--- config.mk ---
export PLATFORM = sky130hd
export DESIGN_NAME = lsfu_core
export DESIGN_NICKNAME = d
export VERILOG_FILES = /design/src/core/lsfu_pkg.sv /design/src/core/lsfu_agen.sv /design/src/core/lsfu_lane.sv /design/src/core/lsfu_core.sv
export SDC_FILE = /design/constraint.sdc
export NUM_CORES = 1
export LEC_CHECK = 0
export BUFFER_PORTS_ARGS = -buffer_cell sky130_fd_sc_hd__buf_2
export CAP_MARGIN = 20
export CELL_PAD_IN_SITES_DETAIL_PLACEMENT = 0
export CELL_PAD_IN_SITES_GLOBAL_PLACEMENT = 1
export CORE_ASPECT_RATIO = 1.2
export CORE_MARGIN = 2
export CORE_UTILIZATION = 46
export DETAILED_ROUTE_END_ITERATION = 8
export PLACE_DENSITY_LB_ADDON = 0.05
export SLEW_MARGIN = 20
export SYNTH_ARGS = -nofsm -noshare
export SYNTH_HDL_FRONTEND = slang
export SYNTH_SLANG_ARGS = --single-unit
export TNS_END_PERCENT = 1
--- constraint.sdc ---
create_clock -name clk -period 8.65 [get_ports clk]
set_clock_uncertainty 0.2 [all_clocks]
set_input_delay 0.4325 -clock clk [delete_from_list [all_inputs] [get_ports clk]]
set_output_delay 0.4325 -clock clk [all_outputs]
set_load 0.02 [all_outputs]
--- src/core/lsfu_pkg.sv ---
// Shared types and constants of the load/store format unit
package lsfu_pkg;

  // ==========================================================
  // Operand sizes, addressing modes and operation kinds
  typedef enum logic [1:0] {
    SZ_B = 2'h0,
    SZ_W = 2'h1,
    SZ_L = 2'h2
  } lsfu_size_t;

  typedef enum logic [2:0] {
    AM_IND     = 3'h0,
    AM_POSTINC = 3'h1,
    AM_DISP4   = 3'h2,
    AM_GBASE8  = 3'h3,
    AM_INDEX   = 3'h4
  } lsfu_amode_t;

  typedef enum logic [3:0] {
    K_NOP    = 4'h0,
    K_MOVI   = 4'h1,
    K_ADDI   = 4'h2,
    K_CMPEQI = 4'h3,
    K_TSTI   = 4'h4,
    K_ANDI   = 4'h5,
    K_ORI    = 4'h6,
    K_XORI   = 4'h7,
    K_LOAD   = 4'h8,
    K_STORE  = 4'h9,
    K_ANDM   = 4'hA,
    K_BRA    = 4'hB,
    K_BT     = 4'hC,
    K_BF     = 4'hD
  } lsfu_kind_t;

  // ==========================================================
  // Carriers
  typedef struct packed {
    lsfu_kind_t kind;
    lsfu_size_t size;
    lsfu_amode_t amode;
    logic [7:0] imm;
    logic [11:0] disp;
    logic [31:0] regn_val;
    logic [31:0] reg0_val;
    logic [31:0] gbase_val;
    logic [31:0] st_val;
  } lsfu_op_t;

  typedef struct packed {
    logic rd_we;
    logic [31:0] rd_data;
    logic regn_we;
    logic [31:0] regn_data;
  } lsfu_res_t;

  typedef struct packed {
    logic [31:0] addr;
    logic [31:0] wdata;
    logic [3:0] be;
    logic we;
  } lsfu_mreq_t;

  // ==========================================================
  // Constants
  localparam logic [31:0] RESET_PC = 32'h0000_0000;
  localparam logic [31:0] PC_STEP = 32'h0000_0002;
  localparam logic [31:0] PC_AHEAD = 32'h0000_0004;
  localparam logic [31:0] ONE_UNIT = 32'h0000_0001;
  localparam logic [31:0] LONG_BYTES = 32'h0000_0004;
  localparam logic [3:0] PERIPH_TAG = 4'hF;
  localparam int PERIPH_LSB = 28;
  localparam logic [1:0] STRAP_WAIT = 2'h2;

  // ==========================================================
  // Helpers
  function automatic int size_bytes(input lsfu_size_t s);
    return (s == SZ_B) ? 1 : ((s == SZ_W) ? 2 : 4);
  endfunction

  function automatic logic [31:0] sext8(input logic [7:0] v);
    return {{24{v[7]}}, v};
  endfunction

  function automatic logic [31:0] zext8(input logic [7:0] v);
    return {24'h00_0000, v};
  endfunction

endpackage

--- src/core/lsfu_agen.sv ---
// Effective address generation and alignment check
`timescale 1ns/1ps
module lsfu_agen (
  input lsfu_pkg::lsfu_size_t size,
  input lsfu_pkg::lsfu_amode_t amode,
  input wire logic [31:0] regn_val,
  input wire logic [31:0] reg0_val,
  input wire logic [31:0] gbase_val,
  input wire logic [7:0] disp,
  output logic [31:0] ea,
  output logic [31:0] regn_upd,
  output logic regn_we,
  output logic misalign
);

  // Multiply by operand size in bytes
  function automatic logic [31:0] scale(input lsfu_pkg::lsfu_size_t s,
                                        input logic [31:0] v);
    case (s)
      lsfu_pkg::SZ_B: return v;
      lsfu_pkg::SZ_W: return {v[30:0], 1'b0};
      default: return {v[29:0], 2'b00};
    endcase
  endfunction

  // ==========================================================
  // Address select, post-increment and alignment
  always_comb begin
    regn_we = 1'b0;
    unique case (amode)
      lsfu_pkg::AM_IND: ea = regn_val; // RULE_14
      lsfu_pkg::AM_POSTINC: begin
        ea = regn_val; // RULE_14
        regn_we = 1'b1;
      end
      lsfu_pkg::AM_DISP4:
        ea = regn_val + scale(size, {28'h000_0000, disp[3:0]}); // RULE_15
      lsfu_pkg::AM_GBASE8:
        ea = gbase_val + scale(size, {24'h00_0000, disp}); // RULE_16
      lsfu_pkg::AM_INDEX: ea = regn_val + reg0_val; // RULE_17
      default: ea = regn_val;
    endcase
    regn_upd = regn_val + scale(size, lsfu_pkg::ONE_UNIT); // RULE_14
    misalign = ((size == lsfu_pkg::SZ_W) && ea[0]) ||
               ((size == lsfu_pkg::SZ_L) && (ea[1:0] != 2'h0)); // RULE_03
  end

endmodule // lsfu_agen

--- src/core/lsfu_lane.sv ---
// Byte lane steering between register and 32-bit memory word
`timescale 1ns/1ps
module lsfu_lane (
  input wire logic big,
  input lsfu_pkg::lsfu_size_t size,
  input wire logic [1:0] off,
  input wire logic [31:0] st_data,
  input wire logic [31:0] rd_word,
  output logic [31:0] wdata,
  output logic [3:0] be,
  output logic [31:0] load_val
);

  logic [1:0] w_pos;
  logic [1:0] w_lane;
  logic [1:0] r_pos;
  logic [1:0] r_lane;
  logic [31:0] raw;

  // ==========================================================
  // Store: register byte i goes to lane off+pos
  always_comb begin
    wdata = 32'h0000_0000;
    be = 4'h0;
    w_pos = 2'h0;
    w_lane = 2'h0;
    for (int i = 0; i < 4; i++) begin
      if (i < lsfu_pkg::size_bytes(size)) begin
        w_pos = big ? 2'(lsfu_pkg::size_bytes(size) - 1 - i) : 2'(i); // RULE_04 RULE_06
        w_lane = 2'(off + w_pos);
        wdata[w_lane*8 +: 8] = st_data[i*8 +: 8];
        be[w_lane] = 1'b1;
      end
    end
  end

  // Load: gather bytes, then sign-extend to a longword
  always_comb begin
    raw = 32'h0000_0000;
    r_pos = 2'h0;
    r_lane = 2'h0;
    for (int i = 0; i < 4; i++) begin
      if (i < lsfu_pkg::size_bytes(size)) begin
        r_pos = big ? 2'(lsfu_pkg::size_bytes(size) - 1 - i) : 2'(i); // RULE_04 RULE_06
        r_lane = 2'(off + r_pos);
        raw[i*8 +: 8] = rd_word[r_lane*8 +: 8];
      end
    end
    unique case (size)
      lsfu_pkg::SZ_B: load_val = {{24{raw[7]}}, raw[7:0]}; // RULE_02
      lsfu_pkg::SZ_W: load_val = {{16{raw[15]}}, raw[15:0]}; // RULE_02
      default: load_val = raw;
    endcase
  end

endmodule // lsfu_lane

--- src/core/lsfu_core.sv ---
// Load/store format unit: operand formatting, addressing, branching
// Functional notes
// RULE_01: Register operands and results are always full 32-bit longwords.
// RULE_02: Byte and halfword loads are sign-extended to 32 bits.
// RULE_03: Odd halfword or non-multiple-of-four longword address is an address error.
// RULE_04: Big endian: register MSB at lowest operand address.
// RULE_05: Endian mode sampled from strap pin after reset; low big, then fixed.
// RULE_06: Little endian: register LSB at the base address, MSB at top.
// RULE_07: On-chip memory follows mode; peripheral registers are always big endian.
// RULE_08: Instructions are aligned halfwords, byte order set by endian mode.
// RULE_09: Only fixed 16-bit instructions; most complete in one cycle.
// RULE_10: 8-bit immediates sign-extended for move/add/compare, zero-extended for logic.
// RULE_11: Unconditional branch runs its delay slot instruction, then jumps.
// RULE_12: Compare-equal sets the true flag; add leaves it; branches test it.
// RULE_13: And-with-memory is a read-modify-write on the memory operand.
// RULE_14: Register indirect uses register; post-increment adds 1, 2 or 4 after.
// RULE_15: Four-bit displacement is zero-extended, scaled by size, added to register.
// RULE_16: Eight-bit displacement is zero-extended, scaled, added to global base.
// RULE_17: Indexed mode adds general register n and general register zero.
// RULE_18: Misaligned access issues no bus transfer and raises an error pulse.
`timescale 1ns/1ps
module lsfu_core (
  input wire logic clk,
  input wire logic rst_n,
  input wire logic endian_select_pin,
  input wire logic op_valid,
  output logic op_ready,
  input lsfu_pkg::lsfu_op_t op,
  output logic res_valid,
  output lsfu_pkg::lsfu_res_t res,
  output logic t_flag,
  output logic addr_err,
  output logic endian_le,
  output logic [31:0] pc,
  input wire logic [31:0] fetch_word,
  output logic [15:0] insn,
  output logic mem_req,
  output lsfu_pkg::lsfu_mreq_t mem,
  input wire logic mem_ack,
  input wire logic [31:0] mem_rdata
);

  typedef enum logic [1:0] {
    S_IDLE = 2'h0,
    S_MEM = 2'h1,
    S_RMW = 2'h2
  } lsfu_state_t;

  lsfu_state_t state_reg, state_next;
  lsfu_pkg::lsfu_op_t op_l_reg, op_l_next;
  lsfu_pkg::lsfu_res_t res_reg, res_next;
  lsfu_pkg::lsfu_mreq_t mem_reg, mem_next;
  logic [31:0] pc_reg, pc_next;
  logic [31:0] dly_tgt_reg, dly_tgt_next;
  logic dly_pend_reg, dly_pend_next;
  logic t_reg, t_next;
  logic res_valid_reg, res_valid_next;
  logic addr_err_reg, addr_err_next;
  logic mem_req_reg, mem_req_next;
  logic [15:0] insn_reg, insn_next;
  logic ep_sync1_reg, ep_sync2_reg;
  logic endian_le_reg, endian_le_next;
  logic strap_done_reg, strap_done_next;
  logic [1:0] strap_cnt_reg, strap_cnt_next;
  logic accept, done, taken, is_bra, cmp_eq;
  logic [31:0] br_tgt;
  logic [31:0] ag_ea, ag_regn_upd;
  logic ag_regn_we, ag_misalign;
  lsfu_pkg::lsfu_size_t ln_size;
  logic [31:0] ln_addr, ln_st, ln_wdata, ln_load;
  logic [3:0] ln_be;
  logic ln_big;

  // True for kinds that reach the memory bus
  function automatic logic is_mem(input lsfu_pkg::lsfu_kind_t k);
    return (k == lsfu_pkg::K_LOAD) || (k == lsfu_pkg::K_STORE) ||
           (k == lsfu_pkg::K_ANDM);
  endfunction

  // Peripheral register region decode
  function automatic logic periph(input logic [31:0] a);
    return a[31:lsfu_pkg::PERIPH_LSB] == lsfu_pkg::PERIPH_TAG;
  endfunction

  // Halfword pick from a fetched word in the active byte order
  function automatic logic [15:0] get_half(input logic [31:0] w,
                                           input logic hi,
                                           input logic le);
    logic [15:0] h;
    h = hi ? w[31:16] : w[15:0];
    return le ? h : {h[7:0], h[15:8]};
  endfunction

  // ==========================================================
  // Submodules
  lsfu_agen u_agen (
    .size(op.size),
    .amode(op.amode),
    .regn_val(op.regn_val),
    .reg0_val(op.reg0_val),
    .gbase_val(op.gbase_val),
    .disp(op.disp[7:0]),
    .ea(ag_ea),
    .regn_upd(ag_regn_upd),
    .regn_we(ag_regn_we),
    .misalign(ag_misalign)
  );

  lsfu_lane u_lane (
    .big(ln_big),
    .size(ln_size),
    .off(ln_addr[1:0]),
    .st_data(ln_st),
    .rd_word(mem_rdata),
    .wdata(ln_wdata),
    .be(ln_be),
    .load_val(ln_load)
  );

  // Lane inputs: new op in idle, latched op during the access
  always_comb begin
    if (state_reg == S_IDLE) begin
      ln_size = op.size;
      ln_addr = ag_ea;
      ln_st = op.st_val;
    end else begin
      ln_size = op_l_reg.size;
      ln_addr = mem_reg.addr;
      ln_st = ln_load & lsfu_pkg::zext8(op_l_reg.imm); // RULE_13 RULE_10
    end
    ln_big = !endian_le_reg || periph(ln_addr); // RULE_07
  end

  // ==========================================================
  // Endian strap: two-stage synchroniser, then one capture
  always_ff @(posedge clk or negedge rst_n) begin
    if (!rst_n) begin
      ep_sync1_reg <= 1'b0;
      ep_sync2_reg <= 1'b0;
    end else begin
      ep_sync1_reg <= endian_select_pin;
      ep_sync2_reg <= ep_sync1_reg;
    end
  end

  // Capture once the synchroniser holds the pin level
  always_comb begin
    strap_cnt_next = strap_cnt_reg;
    strap_done_next = strap_done_reg;
    endian_le_next = endian_le_reg;
    if (!strap_done_reg) begin
      if (strap_cnt_reg == lsfu_pkg::STRAP_WAIT) begin
        endian_le_next = ep_sync2_reg; // RULE_05
        strap_done_next = 1'b1;
      end else begin
        strap_cnt_next = strap_cnt_reg + 2'h1;
      end
    end
  end

  always_ff @(posedge clk or negedge rst_n) begin
    if (!rst_n) begin
      strap_cnt_reg <= 2'h0;
      strap_done_reg <= 1'b0;
      endian_le_reg <= 1'b0;
    end else begin
      strap_cnt_reg <= strap_cnt_next;
      strap_done_reg <= strap_done_next;
      endian_le_reg <= endian_le_next;
    end
  end

  // ==========================================================
  // Execution control
  assign op_ready = (state_reg == S_IDLE) && strap_done_reg;
  assign accept = op_valid && op_ready;
  assign cmp_eq = op.regn_val == lsfu_pkg::sext8(op.imm); // RULE_10
  assign br_tgt = pc_reg + lsfu_pkg::PC_AHEAD +
                  {{19{op.disp[11]}}, op.disp, 1'b0};

  // Next state of sequencer, results, bus request and flow
  always_comb begin
    state_next = state_reg;
    op_l_next = op_l_reg;
    res_next = res_reg;
    mem_next = mem_reg;
    mem_req_next = mem_req_reg;
    t_next = t_reg;
    pc_next = pc_reg;
    dly_pend_next = dly_pend_reg;
    dly_tgt_next = dly_tgt_reg;
    res_valid_next = 1'b0;
    addr_err_next = 1'b0;
    done = 1'b0;
    taken = 1'b0;
    is_bra = 1'b0;
    unique case (state_reg)
      S_IDLE: begin
        if (accept) begin
          done = 1'b1; // RULE_09
          res_valid_next = 1'b1;
          res_next = '0;
          case (op.kind)
            lsfu_pkg::K_MOVI: begin
              res_next.rd_we = 1'b1;
              res_next.rd_data = lsfu_pkg::sext8(op.imm); // RULE_10 RULE_01
            end
            lsfu_pkg::K_ADDI: begin
              res_next.rd_we = 1'b1;
              res_next.rd_data = op.regn_val + lsfu_pkg::sext8(op.imm); // RULE_12
            end
            lsfu_pkg::K_CMPEQI: t_next = cmp_eq; // RULE_12
            lsfu_pkg::K_TSTI:
              t_next = ~|(op.reg0_val & lsfu_pkg::zext8(op.imm)); // RULE_10
            lsfu_pkg::K_ANDI: begin
              res_next.rd_we = 1'b1;
              res_next.rd_data = op.reg0_val & lsfu_pkg::zext8(op.imm); // RULE_10
            end
            lsfu_pkg::K_ORI: begin
              res_next.rd_we = 1'b1;
              res_next.rd_data = op.reg0_val | lsfu_pkg::zext8(op.imm); // RULE_10
            end
            lsfu_pkg::K_XORI: begin
              res_next.rd_we = 1'b1;
              res_next.rd_data = op.reg0_val ^ lsfu_pkg::zext8(op.imm); // RULE_10
            end
            lsfu_pkg::K_LOAD, lsfu_pkg::K_STORE, lsfu_pkg::K_ANDM: begin
              if (ag_misalign) begin
                addr_err_next = 1'b1; // RULE_18 RULE_03
              end else begin
                done = 1'b0;
                res_valid_next = 1'b0;
                state_next = S_MEM;
                op_l_next = op;
                mem_req_next = 1'b1;
                mem_next.addr = ag_ea;
                mem_next.wdata = ln_wdata;
                mem_next.be = ln_be;
                mem_next.we = op.kind == lsfu_pkg::K_STORE;
                res_next.regn_we = ag_regn_we; // RULE_14
                res_next.regn_data = ag_regn_upd;
              end
            end
            lsfu_pkg::K_BRA: is_bra = 1'b1; // RULE_11
            lsfu_pkg::K_BT: taken = t_reg; // RULE_12
            lsfu_pkg::K_BF: taken = !t_reg; // RULE_12
            default: begin
            end
          endcase
        end
      end
      S_MEM: begin
        if (mem_ack) begin
          if (op_l_reg.kind == lsfu_pkg::K_ANDM) begin
            state_next = S_RMW; // RULE_13
            mem_next.wdata = ln_wdata;
            mem_next.be = ln_be;
            mem_next.we = 1'b1;
          end else begin
            state_next = S_IDLE;
            mem_req_next = 1'b0;
            done = 1'b1;
            res_valid_next = 1'b1;
            if (op_l_reg.kind == lsfu_pkg::K_LOAD) begin
              res_next.rd_we = 1'b1;
              res_next.rd_data = ln_load; // RULE_02 RULE_01
            end
          end
        end
      end
      S_RMW: begin
        if (mem_ack) begin
          state_next = S_IDLE;
          mem_req_next = 1'b0;
          done = 1'b1;
          res_valid_next = 1'b1;
        end
      end
      default: state_next = S_IDLE;
    endcase
    // Program flow, delay slot first
    if (done) begin
      if (dly_pend_reg) begin
        pc_next = dly_tgt_reg; // RULE_11
        dly_pend_next = 1'b0;
      end else if (is_bra) begin
        pc_next = pc_reg + lsfu_pkg::PC_STEP; // RULE_11
        dly_pend_next = 1'b1;
        dly_tgt_next = br_tgt;
      end else if (taken) begin
        pc_next = br_tgt;
      end else begin
        pc_next = pc_reg + lsfu_pkg::PC_STEP; // RULE_09
      end
    end
    insn_next = get_half(fetch_word, pc_reg[1], endian_le_reg); // RULE_08
  end

  always_ff @(posedge clk or negedge rst_n) begin
    if (!rst_n) begin
      state_reg <= S_IDLE;
      op_l_reg <= '0;
      res_reg <= '0;
      mem_reg <= '0;
      mem_req_reg <= 1'b0;
      t_reg <= 1'b0;
      pc_reg <= lsfu_pkg::RESET_PC;
      dly_pend_reg <= 1'b0;
      dly_tgt_reg <= lsfu_pkg::RESET_PC;
      res_valid_reg <= 1'b0;
      addr_err_reg <= 1'b0;
      insn_reg <= 16'h0000;
    end else begin
      state_reg <= state_next;
      op_l_reg <= op_l_next;
      res_reg <= res_next;
      mem_reg <= mem_next;
      mem_req_reg <= mem_req_next;
      t_reg <= t_next;
      pc_reg <= pc_next;
      dly_pend_reg <= dly_pend_next;
      dly_tgt_reg <= dly_tgt_next;
      res_valid_reg <= res_valid_next;
      addr_err_reg <= addr_err_next;
      insn_reg <= insn_next;
    end
  end

  // Outputs
  assign res_valid = res_valid_reg;
  assign res = res_reg;
  assign t_flag = t_reg;
  assign addr_err = addr_err_reg;
  assign endian_le = endian_le_reg;
  assign pc = pc_reg;
  assign insn = insn_reg;
  assign mem_req = mem_req_reg;
  assign mem = mem_reg;
endmodule // lsfu_core

==> results_dict.tcl <==
set metrics [dict create \
    die_h_microns 246 \
    timing.final.crit_share_pct 93.4 \
    htree_levels 1 \
    final_cells 3765 \
    async_reset_ff_share_pct 100 \
    grt_pass1_wl_microns 130000 \
    cts_buffers 30 \
    post-cts-setup-buffers 0 \
    worstHoldPathCells 3 \
    critical_path_required_ps 8970 \
    drv_slew 0 \
    place_congestion 0.995 \
    yosysMostFrequentCell "nand2_1" \
    syn_to_final_growth_pct 18.3 \
    synthFlopType "dfrtp_1" \
    synth_warnings 0 \
    dieArea_sq_um 50500 \
    wl_per_cell_microns 22.8 \
    route.vias.total 23300 \
    grt_use_total_pct 33.0 \
    drv_cap 0 \
    firstDrtPassIters 5 \
    crit_family "simple AND/OR/NAND/NOR gates" \
    cts_root_buffer "clkbuf_16" \
    r2r_setup_slack_ps 2940 \
    grt_overflow 0 \
    setup_tns_ps 0 \
    cp_data_arrival_time_ps 8400 \
    synth_cell_types 85 \
    final_hold_viol_count 0 \
    syn_area_per_cell_sq_um 8.15 \
    hold_class "input pin to flip-flop" \
    grt_setup_unrepaired "no" \
    drt_iter0_markers 2016 \
    syn_area_sq_um 22400 \
    placedCellCount 3666 \
    synthTopCellsByCount "nand2_1 (375), dfrtp_1 (242), o21ai_0 (224)" \
    netlist.area_leader.share_pct 27.0 \
    cellPowerDensity_nw_per_um2 340 \
    cts.sinks 242 \
    yosysTopAreaCell "dfrtp_1" \
    netlist_instances 2749 \
    p_leak_nw 12.3 \
    outcome "completed" \
    port_buffers 414 \
    r2r-start "state_reg[0]$_DFFE_PN0P_" \
    clk_pin_slew_ps 60 \
    cts_tree "yes" \
    ys_ff_latch 242 \
    dieWidth_microns 205 \
    clockBufferDepth 3 \
    holdPathEnd "mem[15]$_DFFE_PN0P_" \
    path_buf_inv 7 \
    endpoint_kind "flip-flop" \
    synth_edf_count 0 \
    drive_gt1_share_pct 18.7 \
    start_util_pct 46.6 \
    dp.final_hpwl_microns 65100 \
    antenna_found_initial 7 \
    fin_util_pct 55.1 \
    peakVddDrop_mv 0.219 \
    grt_pass1_vias 22200 \
    hold_start "op[2]" \
    worstMarginPinSlew_ps 1110 \
    coreArea_sq_um 48100 \
    timing.final.crit_period_ps 8080 \
    layout.nets 3528 \
    slew_headroom_pct 26.3 \
    setup_viol 0 \
    crit_slowest_cell "dlygate4sd3_1" \
    ys_seq_area_share_pct 27.0 \
    row_count 88 \
    critPathKind "input pin to flip-flop" \
    slowest_delay_ps 560 \
    drc 0 \
    reg2reg_depth 23 \
    synth_nets 3167 \
    cp_max_fo 28 \
    rr_endpoint "mem[31]$_DFFE_PN0P_" \
    clk_latency_ps 610 \
    wirelength_microns 86000 \
    viasPerCell 6.19 \
    antenna_left 0 \
    largest_reg_flops 69 \
    ys_top_cells_by_area "dfrtp_1 (27%), ha_1 (10%), nand2_1 (6.3%)" \
    clock.fmax_mhz 124 \
    start_kind "input pin" \
    boundaryPins 415 \
    n_fill_cell 4672 \
    grt_max_degree 154 \
]
==> worst reg2reg max path, delay by kind of cell, from the launching register on <==
family                     cells  cell delay (ps)
and+or+nand+nor                6             1540
AOI/OAI and AO/OA              7             1400
adders and majority gates      3              940
buffers and inverters          5              890
DFF                            1              420
xor gates and xnor gates       1              180
muxes                          1               70
==> how the worst max path moves through the flow <==
stage | startpoint | endpoint | slack (ps) | cells after the start
after floorplan | op[150] | mem[29]$_DFFE_PN0P_ | 910 | 29
after global placement | op[150] | mem[6]$_DFFE_PN0P_ | 400 | 31
after detailed placement | op[150] | mem[5]$_DFFE_PN0P_ | 200 | 31
after CTS | op[150] | mem[5]$_DFFE_PN0P_ | 220 | 32
after global routing | op[150] | mem[7]$_DFFE_PN0P_ | 60 | 32
final | op[150] | mem[31]$_DFFE_PN0P_ | 570 | 33
==> placed cells by master (no fill, tap or decap), types with 25 or more instances in the layout <==
master,n
dlygate4sd3_1,42
a211oi_1,45
o221ai_1,55
xnor2_1,97
nand4_1,25
mux4_2,38
dfrtp_1,242
ha_1,186
nand3_1,74
a31oi_1,47
nand2_1,374
nor3_1,30
and3_1,39
nor2_1,217
buf_2,413
clkbuf_16,31
a21oi_1,213
mux2i_1,27
a221oi_1,36
and2_1,45
o211ai_1,31
buf_4,29
nand2b_1,25
a21o_1,52
o21ai_0,224
xor2_1,67
inv_1,81
==> final cells by class <==
cell class / instances / area, sq um / area share (%)
clock buffers: 39 / 856 / 3.23
inverters: 83 / 312 / 1.18
well taps: 630 / 788 / 2.97
flip-flops and latches: 242 / 6060 / 22.8
clock inverters: 14 / 228 / 0.859
repair buffers: 486 / 2740 / 10.3
diodes: 4 / 10.0 / 0.0378
multi-input cells: 2267 / 15500 / 58.5
==> per-layer routing <==
metal | vias up | global-route usage (%) | wire length [microns]
li1 | 10900 | - | -
met1 | 11200 | 41.6 | 35000
met2 | 944 | 55.3 | 41000
met3 | 209 | 5.05 | 5570
met4 | 10 | 15.4 | 4410
met5 | - | 0 | 62
==> kinds of logic after synthesis <==
| family | share of synthesized area (%) |
|---|---|
| buf+inv | 4.09 |
| compound gates | 26.1 |
| simple gates | 19.2 |
| fa+ha+maj | 10.9 |
| mux | 6.16 |
| flops | 27.0 |
| xor+xnor | 6.52 |
==> where the power goes <==
part	internal (mW)	leakage (nW)	switching, mW	total [mW]
Sequential	1.55	3.09	0.332	1.88
Combinational	2.06	8.63	3.65	5.71
Clock	0.869	0.538	0.549	1.42
Total	4.48	12.3	4.53	9.00
==> what timing repair did <==
item,in CTS,in global routing
setup endpoints to repair,0,12
endpoints found under the hold margin,114,0
hold buffers,42,0
gates resized for setup,0,3
==> metrics by stage <==
step	hold WS [ps]	setup slack [ps]	cell area, sq um	power (mW)
detailed placement	143	200	25000	7.46
finish	40.9	570	26500	9.00
global placement	140	399	25000	7.37
floorplan	-63.1	908	22400	5.75
CTS	10.1	215	26500	8.96
global route	45.3	61.9	26500	9.66
No activity file was read; power rests on OpenSTA's default activity.
